**config.mk**
```make
export PLATFORM = sky130hd
export DESIGN_NAME = dtr_responder
export DESIGN_NICKNAME = d
export VERILOG_FILES = /design/src/rtl/dtr_pkg.sv /design/src/rtl/dtr_mem_if.sv /design/src/rtl/dtr_dtc_fmt.sv /design/src/rtl/dtr_err_mem.sv /design/src/rtl/dtr_responder.sv
export SDC_FILE = /design/constraint.sdc
export NUM_CORES = 2
export LEC_CHECK = 0
export ABC_CLOCK_PERIOD_IN_PS = 7500
export BUFFER_PORTS_ARGS = -buffer_cell sky130_fd_sc_hd__buf_2
export CELL_PAD_IN_SITES_DETAIL_PLACEMENT = 2
export CELL_PAD_IN_SITES_GLOBAL_PLACEMENT = 2
export CORE_MARGIN = 3
export CORE_UTILIZATION = 45
export CTS_BUF_LIST = sky130_fd_sc_hd__clkbuf_8
export CTS_CLUSTER_DIAMETER = 30
export DETAILED_ROUTE_END_ITERATION = 8
export PLACE_DENSITY = 0.77
export SETUP_SLACK_MARGIN = 0.2
export SLEW_MARGIN = 15
export SYNTH_ARGS = -nofsm -noshare
export SYNTH_HDL_FRONTEND = slang
export SYNTH_SLANG_ARGS = --single-unit
```
**constraint.sdc**
```tcl
create_clock -name ref_clk -period 7.5 [get_ports ref_clk]
set_input_delay 1.5 -clock ref_clk [delete_from_list [all_inputs] [get_ports ref_clk]]
set_output_delay 1.5 -clock ref_clk [all_outputs]
set_load 0.05 [all_outputs]
```
**src/rtl/dtr_pkg.sv**
```systemverilog
// Purpose: Shared constants and types of the trouble code responder
// Assumes: Frames are 29-bit identifier CAN frames, byte 0 in data bits 7:0
// Notes:   Summary of the responder behaviour follows
//
// Summary of operation
// - One stored error gives one 8-byte frame
// - No stored errors gives single frame with zeroed lamp and error bytes, other bytes 0xff
// - Several errors start with BAM announcement frame while the session is free
// - Lamp byte follows only currently active errors, except the empty report, which always carries no lamp
// - Session taken with several errors stored gives global busy acknowledgement
// - Clear request clears occurrence counters, 29 max
// - Finished clear answered with positive acknowledgement
// - Clear during clear denied, no second clear
// - Fault reset leaves hold state when allowed
// - Successful fault reset answered with positive acknowledgement
// - Refused fault reset gives negative acknowledgement
// - Stored error report sent only on request
// - Lamp codes and error byte field layout
// - Acknowledgement filler, address and PGN bytes
// - Request carries 3-byte PGN, decoded to handler
package dtr_pkg;
	// ----------------------------------------
	// Sizes
	// ----------------------------------------
	localparam int            MAX_ERR     = 30;      // Deepest error list one transfer holds
	localparam logic [4:0]    CLR_PER_REQ = 5'h1d;   // Counters one clear request may reset
	localparam logic [3:0]    REQ_DLC     = 4'h3;    // Length of a request frame
	localparam logic [3:0]    FRAME_DLC   = 4'h8;    // Length of every reply frame
	localparam logic [7:0]    HDR_BYTES   = 8'h02;   // Lamp and flash bytes
	localparam logic [7:0]    DT_BYTES    = 8'h07;   // Payload bytes per data packet
	// ----------------------------------------
	// Group numbers and identifiers
	// ----------------------------------------
	localparam logic [23:0]   PGN_DM2     = 24'h00fecb; // Stored error report
	localparam logic [23:0]   PGN_DM3     = 24'h00fecc; // Occurrence counter clear
	localparam logic [23:0]   PGN_DM11    = 24'h00fed3; // Fault status reset
	localparam logic [20:0]   ID_DM2      = 21'h18fecb; // Single report frame
	localparam logic [20:0]   ID_BAM      = 21'h1cecff; // Announcement frame
	localparam logic [20:0]   ID_DT       = 21'h1cebff; // Data packet frame
	localparam logic [20:0]   ID_ACK      = 21'h18e8ff; // Acknowledgement frame
	// ----------------------------------------
	// Byte values
	// ----------------------------------------
	localparam logic [7:0]    BAM_CTRL    = 8'h20;   // Announcement control byte
	localparam logic [7:0]    ACK_POS     = 8'h00;   // Positive
	localparam logic [7:0]    ACK_NEG     = 8'h01;   // Negative
	localparam logic [7:0]    ACK_DENY    = 8'h02;   // Access denied or busy
	localparam logic [7:0]    LAMP_NONE   = 8'h00;   // No active error
	localparam logic [7:0]    LAMP_AMBER  = 8'h04;   // Info or warning
	localparam logic [7:0]    LAMP_RED    = 8'h10;   // Severe or critical
	localparam logic [7:0]    FILL        = 8'hff;   // Flash, reserved and padding
	// ----------------------------------------
	// Types
	// ----------------------------------------
	typedef logic [7:0] dtr_byte_t;                  // One frame byte
	typedef struct packed {
		logic [18:0] spn;                            // Suspect part number
		logic [4:0]  fmi;                            // Failure mode
		logic [6:0]  oc;                             // Occurrence count
	} dtr_rec_s;
	typedef enum logic [1:0] {
		ST_IDLE   = 2'b00,                           // Waiting for a request
		ST_GATHER = 2'b01,                           // Collecting packet bytes
		ST_SEND   = 2'b10                            // Frame offered to transmitter
	} dtr_state_e;
endpackage : dtr_pkg

```
**src/rtl/dtr_mem_if.sv**
```systemverilog
// Purpose: Carrier between responder core and its error list memory
// Assumes: One clock domain
// Notes:   Read data lag the address by one clock
interface dtr_mem_if;
	import dtr_pkg::*;
	logic           wr_en;   // Write strobe from error handler
	logic [4:0]     wr_addr; // Write slot
	dtr_rec_s       wr_data; // Record written
	logic [4:0]     rd_addr; // Read slot
	dtr_rec_s       rd_data; // Registered read record
	modport mem  (input wr_en, wr_addr, wr_data, rd_addr, output rd_data);
	modport user (output wr_en, wr_addr, wr_data, rd_addr, input rd_data);
endinterface : dtr_mem_if

```
**src/rtl/dtr_dtc_fmt.sv**
```systemverilog
// Purpose: Selects one of the four wire bytes of an error record
// Assumes: Record fields as in the package
// Notes:   Purely combinational
module dtr_dtc_fmt
	import dtr_pkg::*;
(
	input  wire dtr_rec_s  rec, // Error record
	input  wire logic [1:0] sel, // Byte within the record
	output dtr_byte_t       out  // Selected byte
);
	// Byte layout of one error code
	always_comb begin
		case (sel)
			2'h0:    out = rec.spn[7:0];
			2'h1:    out = rec.spn[15:8];
			2'h2:    out = {rec.spn[18:16], rec.fmi};
			default: out = {1'b0, rec.oc};
		endcase
	end
endmodule : dtr_dtc_fmt

```
**src/rtl/dtr_err_mem.sv**
```systemverilog
// Purpose: Store of previously active error records
// Assumes: Writes come from the error handler, reads from the responder
// Notes:   Read data come from a register, one clock after the address
module dtr_err_mem
	import dtr_pkg::*;
#(
	parameter int DEPTH = MAX_ERR // Slots in the list
) (
	input  wire logic ref_clk,    // Clock
	dtr_mem_if.mem    mem         // Read and write port
);
	dtr_rec_s store [DEPTH];      // Record array, no reset needed

	// ----------------------------------------
	// Write and registered read
	// ----------------------------------------
	always_ff @(posedge ref_clk) begin
		if (mem.wr_en && (int'(mem.wr_addr) < DEPTH)) begin
			store[mem.wr_addr] <= mem.wr_data;
		end
		// Out of range reads return the last slot rather than X
		mem.rd_data <= store[(int'(mem.rd_addr) < DEPTH) ? mem.rd_addr : 5'(DEPTH - 1)];
	end
endmodule : dtr_err_mem

```
**src/rtl/dtr_responder.sv**
```systemverilog
// Purpose: Answers stored error, counter clear and fault reset requests
// Assumes: Received request frames arrive already filtered to this node
// Notes:   One request handled at a time; req_ready holds off the rest
module dtr_responder
	import dtr_pkg::*;
(
	input  wire logic        ref_clk,        // 40 MHz clock
	input  wire logic        rst_b,          // Async reset, active low
	input  wire logic [7:0]  node_addr,      // Own source address
	input  wire logic        req_valid,      // Request frame present
	output logic             req_ready,      // Request taken this cycle
	input  wire logic [7:0]  req_src,        // Requester address
	input  wire logic [3:0]  req_dlc,        // Request length
	input  wire logic [23:0] req_pgn,        // Requested group number
	output logic             tx_valid,       // Reply frame offered
	input  wire logic        tx_ready,       // Transmitter takes frame
	output logic [28:0]      tx_id,          // Reply identifier
	output logic [3:0]       tx_dlc,         // Reply length
	output logic [63:0]      tx_data,        // Reply bytes, byte 0 low
	input  wire logic [4:0]  prev_err_count, // Stored errors in list
	input  wire logic        act_any,        // Some error currently active
	input  wire logic        act_severe,     // Severe error currently active
	input  wire logic        dm1_bam_busy,   // Other traffic holds session
	output logic             bam_busy,       // This block holds session
	input  wire logic        err_wr_en,      // Error list write
	input  wire logic [4:0]  err_wr_addr,    // Error list slot
	input  wire dtr_rec_s    err_wr_rec,     // Error list record
	output logic             occ_clr_start,  // Counter clear pulse
	output logic [4:0]       occ_clr_max,    // Counters per clear
	input  wire logic        occ_clr_done,   // Counter clear finished pulse
	input  wire logic        fault_hold,     // Handler in fault hold
	input  wire logic        prev_severe,    // Severe error stored
	output logic             fault_clear     // Leave fault hold pulse
);
	import dtr_pkg::*;

	// ----------------------------------------
	// Declarations
	// ----------------------------------------
	dtr_mem_if   mif ();                     // Memory carrier
	dtr_state_e  state;                      // Engine state
	logic        take;                       // Request accepted
	logic        req_ok;                     // Length is right
	logic        bam_on;                     // Multi packet transfer open
	logic        dm2_take;                   // Stored error report taken
	logic [7:0]  nbytes;                     // Payload length
	logic [7:0]  npkt;                       // Packets in transfer
	logic [7:0]  seq;                        // Current packet number
	logic [7:0]  pos;                        // First payload byte of packet
	logic [2:0]  gj;                         // Gather step
	logic [7:0]  bcur;                       // Byte fetched this step
	logic [7:0]  bprev;                      // Byte whose record is ready
	logic [7:0]  boff;                       // bprev minus header
	dtr_byte_t   g [6];                      // First six bytes; the seventh goes straight out
	dtr_byte_t   rec_byte;                   // Byte out of formatter
	dtr_byte_t   pay_byte;                   // Resolved payload byte
	dtr_byte_t   lamp;                       // Current lamp code
	logic        clr_busy;                   // Counter clear running
	logic        ack_pend;                   // Clear done, ack owed
	logic [7:0]  clr_src;                    // Who asked for the clear
	logic [7:0]  bam_bytes;                  // Length for live count

	// ----------------------------------------
	// Submodules
	// ----------------------------------------
	assign mif.wr_en   = err_wr_en;
	assign mif.wr_addr = err_wr_addr;
	assign mif.wr_data = err_wr_rec;

	dtr_err_mem #(.DEPTH(MAX_ERR)) u_mem (
		.ref_clk (ref_clk),
		.mem     (mif.mem)
	);

	dtr_dtc_fmt u_fmt (
		.rec (mif.rd_data),
		.sel (boff[1:0]),
		.out (rec_byte)
	);

	// ----------------------------------------
	// Combinational helpers
	// ----------------------------------------
	// Lamp tracks active errors only, not the stored ones
	assign lamp      = act_severe ? LAMP_RED : (act_any ? LAMP_AMBER : LAMP_NONE);
	assign req_ready = (state == ST_IDLE) && !ack_pend;
	assign take      = req_valid && req_ready;
	assign req_ok    = (req_dlc == REQ_DLC);
	assign tx_valid  = (state == ST_SEND);
	assign bam_busy  = bam_on;
	assign occ_clr_max = CLR_PER_REQ;
	// Two header bytes plus four per error
	assign bam_bytes   = HDR_BYTES + {1'b0, prev_err_count, 2'b00};
	assign dm2_take    = take && req_ok && (req_pgn == PGN_DM2);
	assign bcur      = pos + {5'h00, gj};
	assign boff      = bprev - HDR_BYTES;
	// Record slot of the byte being fetched
	assign mif.rd_addr = (bcur < HDR_BYTES) ? 5'h00 : 5'((bcur - HDR_BYTES) >> 2);

	// Header, record or padding byte for a payload position
	always_comb begin
		if (bprev == 8'h00) begin
			pay_byte = lamp;
		end else if (bprev == 8'h01 || bprev >= nbytes) begin
			pay_byte = FILL;
		end else begin
			pay_byte = rec_byte;
		end
	end

	// ----------------------------------------
	// Request engine
	// ----------------------------------------
	always_ff @(posedge ref_clk or negedge rst_b) begin
		if (!rst_b) begin
			state   <= ST_IDLE;
			bam_on  <= 1'b0;
			nbytes  <= 8'h00;
			npkt    <= 8'h00;
			seq     <= 8'h00;
			pos     <= 8'h00;
			gj      <= 3'h0;
			bprev   <= 8'h00;
			tx_id   <= 29'h0000000;
			tx_dlc  <= 4'h0;
			tx_data <= 64'h0;
		end else begin
			case (state)
				ST_IDLE: begin
					gj  <= 3'h0;
					pos <= 8'h00;
					seq <= 8'h00;
					if (ack_pend) begin
						// Owed clear result goes first, it was asked first
						tx_id   <= {ID_ACK, node_addr};
						tx_dlc  <= FRAME_DLC;
						tx_data <= {PGN_DM3[23:16], PGN_DM3[15:8], PGN_DM3[7:0], clr_src,
							FILL, FILL, FILL, ACK_POS};
						state   <= ST_SEND;
					end else if (take && req_ok) begin
						nbytes <= bam_bytes;
						npkt   <= 8'((bam_bytes + DT_BYTES - 8'h01) / DT_BYTES);
						tx_id  <= {ID_ACK, node_addr};
						tx_dlc <= FRAME_DLC;
						case (req_pgn)
							PGN_DM2: begin
								if (prev_err_count == 5'h00) begin
									tx_id   <= {ID_DM2, node_addr};
									tx_data <= {FILL, FILL, 8'h00, 8'h00, 8'h00, 8'h00,
										FILL, LAMP_NONE};
									state   <= ST_SEND;
								end else if (prev_err_count == 5'h01) begin
									// Single error frame built by the gather walk
									state   <= ST_GATHER;
								end else if (dm1_bam_busy) begin
									tx_data <= {PGN_DM2[23:16], PGN_DM2[15:8], PGN_DM2[7:0], req_src,
										FILL, FILL, FILL, ACK_DENY};
									state   <= ST_SEND;
								end else begin
									tx_id   <= {ID_BAM, node_addr};
									tx_data <= {PGN_DM2[23:16], PGN_DM2[15:8], PGN_DM2[7:0], FILL,
										8'((bam_bytes + DT_BYTES - 8'h01) / DT_BYTES),
										8'h00, bam_bytes, BAM_CTRL};
									bam_on  <= 1'b1;
									state   <= ST_SEND;
								end
							end
							PGN_DM3: begin
								// Busy clear is denied at once, no second clear starts
								tx_data <= {PGN_DM3[23:16], PGN_DM3[15:8], PGN_DM3[7:0], req_src,
									FILL, FILL, FILL, ACK_DENY};
								state   <= clr_busy ? ST_SEND : ST_IDLE;
							end
							PGN_DM11: begin
								tx_data <= {PGN_DM11[23:16], PGN_DM11[15:8], PGN_DM11[7:0], req_src,
									FILL, FILL, FILL,
									(fault_hold && !prev_severe) ? ACK_POS : ACK_NEG};
								state   <= ST_SEND;
							end
							default: begin
								// Other groups belong to other handlers
								state <= ST_IDLE;
							end
						endcase
					end
				end
				ST_GATHER: begin
					// Address goes out at step j, its byte lands at step j+1
					gj    <= gj + 3'h1;
					bprev <= bcur;
					if (gj == 3'h7) begin
						tx_dlc <= FRAME_DLC;
						if (bam_on) begin
							tx_id   <= {ID_DT, node_addr};
							// Last byte lands this very edge, so take it from the mux
							tx_data <= {pay_byte, g[5], g[4], g[3], g[2], g[1], g[0], seq};
						end else begin
							tx_id   <= {ID_DM2, node_addr};
							tx_data <= {FILL, pay_byte, g[5], g[4], g[3], g[2], g[1], g[0]};
						end
						state <= ST_SEND;
					end
				end
				ST_SEND: begin
					if (tx_ready) begin
						gj <= 3'h0;
						if (bam_on && seq < npkt) begin
							// Next numbered packet of the transfer
							seq   <= seq + 8'h01;
							pos   <= (seq == 8'h00) ? 8'h00 : pos + DT_BYTES;
							state <= ST_GATHER;
						end else begin
							bam_on <= 1'b0;
							state  <= ST_IDLE;
						end
					end
				end
				default: begin
					state <= ST_IDLE;
				end
			endcase
		end
	end

	// ----------------------------------------
	// Gathered bytes
	// ----------------------------------------
	genvar k;
	generate
		for (k = 0; k < 6; k++) begin : g_byte
			// Each slot fills at the step after its address went out
			always_ff @(posedge ref_clk or negedge rst_b) begin
				if (!rst_b) begin
					g[k] <= FILL;
				end else if (state == ST_GATHER && gj == 3'(k + 1)) begin
					g[k] <= pay_byte;
				end
			end
		end
	endgenerate

	// ----------------------------------------
	// Counter clear bookkeeping
	// ----------------------------------------
	// Done wins over the owed-ack clear so no result is lost
	always_ff @(posedge ref_clk or negedge rst_b) begin
		if (!rst_b) begin
			clr_busy      <= 1'b0;
			ack_pend      <= 1'b0;
			clr_src       <= 8'h00;
			occ_clr_start <= 1'b0;
		end else begin
			occ_clr_start <= 1'b0;
			if (take && req_ok && req_pgn == PGN_DM3 && !clr_busy) begin
				clr_busy      <= 1'b1;
				clr_src       <= req_src;
				occ_clr_start <= 1'b1;
			end else if (clr_busy && occ_clr_done) begin
				clr_busy <= 1'b0;
			end
			if (clr_busy && occ_clr_done) begin
				ack_pend <= 1'b1;
			end else if (state == ST_IDLE && ack_pend) begin
				ack_pend <= 1'b0;
			end
		end
	end

	// ----------------------------------------
	// Fault reset pulse
	// ----------------------------------------
	always_ff @(posedge ref_clk or negedge rst_b) begin
		if (!rst_b) begin
			fault_clear <= 1'b0;
		end else begin
			fault_clear <= take && req_ok && req_pgn == PGN_DM11
				&& fault_hold && !prev_severe;
		end
	end
endmodule : dtr_responder

```
==> impl_metrics.py <==
metrics = {
    "run_status": {
        "outcome": "completed",
    },
    "logic_synthesis": {
        "synthSimpleGateAreaFrac_pct": 8.12,
        "netlist-cell-type-count": 86,
        "yosys_register_bits": 1142,
        "synth_compound_area_share_pct": 15.0,
        "synth-main-ff-cell": "edfxtp_1",
        "ys_seq_area_share_pct": 70.0,
        "netlist.area_leader.share_pct": 59.0,
        "yosys_warnings": 0,
        "synthMuxAreaShare_pct": 2.75,
        "synthArstFlopShare_pct": 15.8,
        "netlist_instances": 3274,
        "synth_top_family_by_area": "compound AO/OA/AOI/OAI gates",
        "synth_xor_area_share_pct": 0.272,
        "synth_edf_count": 930,
        "syn-mean-instance-area_um2": 14.5,
        "synthTopCellsByArea": "edfxtp_1 (59%), dfrtp_1 (7.0%), o221a_2 (2.9%)",
        "synth_area_leader_cell": "edfxtp_1",
        "synth_fa_ha_area_share_pct": 0.782,
        "netlist_area_mm2": 0.0473,
    },
    "hold_path": {
        "hold_start": "tx_data[36]",
        "hold_class": "flop to flop",
    },
    "timing": {
        "finClkSkew_ns": 0.0784,
        "fmax_mhz": 157,
        "setup_viol": 0,
        "period_needed_ns": 6.37,
        "worst_slew_pin_slew_ns": 1.21,
        "hold_violations": 0,
        "maxSlewViolCount": 0,
        "rsz0062_at_grt": "no",
        "worst_slack_ns": 1.13,
        "tns_ns": 0,
        "min_period_over_period_pct": 85.0,
        "whs_ns": 0.480,
        "slew_headroom_pct": 19.1,
    },
    "drt": {
        "routed_wl_mm": 201,
        "first_pass_iters": 6,
        "route.detailed.drc": 0,
        "drt-vias-per-instance": 6.97,
        "drt_iter0_markers": 4384,
        "postRouteAntennaNets": 0,
        "vias": 35700,
        "wire_per_inst_um": 39.2,
    },
    "floorplan": {
        "die_area_mm2": 0.109,
        "dieWidth_um": 330,
        "core_mm2": 0.104,
        "die_h_um": 330,
        "top_level_ports": 203,
        "start_util_pct": 45.6,
        "rows": 118,
    },
    "clock_network": {
        "clock-sinks": 1142,
        "h-tree-depth": 5,
        "clock_latency_ns": 0.97,
        "tritoncts": "done",
        "path_clk_slew_ns": 0.06,
        "root_buffer": "clkbuf_8",
        "cts_buffers": 276,
        "cts_resized": 0,
        "hold_buffers": 0,
        "post_cts_buffers": 0,
        "cts_buffer_depth": 4,
    },
    "global_route": {
        "grt_max_degree": 177,
        "grt_pass1_vias": 38900,
        "grtUsageTotal_pct": 36.5,
        "antenna_found_initial": 14,
        "gr-total-overflow": 0,
        "grt_first_pass_wirelength_mm": 286,
    },
    "job": {
        "cap_violations": 0,
    },
    "place": {
        "hpwl_mm": 98.1,
        "gp_congestion": 0.813,
        "place_area_mm2": 0.0498,
        "port_buffers": 192,
        "place_inst": 4629,
        "place_ws_ns": 1.39,
    },
    "setup_path": {
        "path_max_fanout": 35,
        "worst_ep_required_time_ns": 8.31,
        "critPathCaptureType": "flop",
        "critical_path.startpoint": "gj[0]",
        "crit_type": "flop to flop",
        "cp.arrival_ns": 7.19,
        "startpoint_type": "flop",
        "regToRegStartpoint": "gj[0]",
    },
    "final_layout": {
        "utilization_pct": 53.4,
        "stdcell_area_mm2": 0.0555,
        "areaGrowthSynthToFinish_pct": 17.2,
        "fill_cells": 9387,
        "stdcell_count": 5117,
        "finalNetCount": 3652,
        "post_route_cells_drive_above_1_share_pct": 25.6,
    },
    "pwr": {
        "power.leakage_nw": 18.8,
        "ir_drop_uv": 231,
        "power_mw": 17.9,
        "power.density_mw_per_mm2": 323,
    },
}
state kept, by name, indices dropped and copies added (netlist names):
| register | flops |
|---|---|
| u_mem.store | 930 |
| tx_data | 64 |
| g | 48 |
| u_mem.mem.rd_data | 31 |
| tx_id | 15 |
| bprev | 8 |
| clr_src | 8 |
| pos | 8 |
| seq | 8 |
| nbytes | 6 |
| npkt | 6 |
| gj | 3 |
| state | 2 |
| ack_pend | 1 |
| bam_busy | 1 |
| clr_busy | 1 |
| fault_clear | 1 |
| occ_clr_start | 1 |
critical path, cell delays in order (launching register included):
cell and delay, ns:
dfrtp_1 0.45, ha_1 0.28, fa_1 0.51, xnor2_1 0.46
ha_4 0.26, nand2_1 0.08, o22a_1 0.27, a221oi_1 0.87
nand2_1 0.53, a2111o_2 1.01, buf_4 0.46, o221a_2 0.31
o221ai_1 0.09, o311ai_0 0.27, and4_1 0.36
path summary, 6_finish.rpt:
path / endpoint / slack, ns / depth (start not counted)
max: u_mem.mem.rd_data[21] / 1.13 / 14
max in group asynchronous: bprev[2] / 5.07 / 2
max reg2reg: u_mem.mem.rd_data[21] / 1.13 / 14
min in group asynchronous: tx_data[62] / 0.75 / 1
min: tx_data[36] / 0.48 / 1
min reg2reg: tx_data[36] / 0.48 / 1
layout by cell type, fill, tap and decap left out, drive strengths merged, types with 29 or more instances in the layout:
| master | Yosys | routed |
|---|---|---|
| o221a | 122 | 122 |
| clkinv | 0 | 77 |
| nor2 | 167 | 167 |
| mux2i | 60 | 60 |
| nor4 | 72 | 72 |
| a21oi | 59 | 59 |
| or4 | 98 | 98 |
| clkbuf | 194 | 303 |
| a21o | 29 | 29 |
| dfstp | 48 | 48 |
| or3 | 41 | 41 |
| dfxtp | 31 | 31 |
| buf | 104 | 265 |
| mux2 | 48 | 48 |
| and4 | 33 | 33 |
| o21ai | 221 | 221 |
| o221ai | 154 | 154 |
| o31a | 32 | 32 |
| nor3 | 73 | 73 |
| edfxtp | 930 | 930 |
| inv | 34 | 88 |
| o31ai | 107 | 107 |
| dfrtp | 133 | 133 |
| o311ai | 90 | 90 |
| nand2 | 158 | 158 |
synthesized netlist by cell type (28+ instances only):
cell type	n
clkbuf_1	192
o221a_2	122
o21ai_0	204
dfrtp_1	133
buf_4	31
ha_1	28
a21oi_1	59
and4_1	33
o31ai_1	107
or4_1	97
buf_2	51
nor4_1	72
o311ai_0	73
a21o_1	29
o31a_1	32
dfstp_2	48
mux2i_1	59
nand2_1	158
nor2_1	166
nor3_1	73
or3_1	41
mux2_2	48
inv_1	34
dfxtp_1	31
o221ai_1	154
edfxtp_1	930
kinds of logic (layout without fill, tap and decap cells):
group                      after synthesis  count (layout)
AOI/OAI and AO/OA                      918             918
xor gates and xnor gates                13              13
adders and majority gates               29              29
buffers and inverters                  332             777
DFF                                   1142            1142
muxes                                  115             115
other                                    2              20
and+or+nand+nor                        723             723
layout make-up:
type                    count  area, um^2  area share (%)
clock buffers             303        4170            7.51
diodes                     10        25.0          0.0451
well taps                1380        1730            3.11
inverters                  34         128           0.230
clock inverters           175        1520            2.73
multi-input cells        1808       13100            23.7
flip-flops and latches   1142       33100            59.7
repair buffers            265        1650            2.98
routing by layer:
| metal | vias up | part of all wire, % | track usage (%) |
|---|---|---|---|
| li1 | 13900 | - | - |
| met2 | 2340 | 49 | 60.4 |
| met5 | - | 0.019 | 0 |
| met3 | 752 | 8.2 | 7.62 |
| met1 | 18700 | 36 | 43.6 |
| met4 | 6 | 6.2 | 22.9 |
power breakdown:
group | switching (mW) | internal, mW
Sequential | 0.289 | 7.25
Combinational | 1.86 | 0.612
Clock | 3.30 | 4.63
Total | 5.45 | 12.5
(Power assumes the default switching activity.)
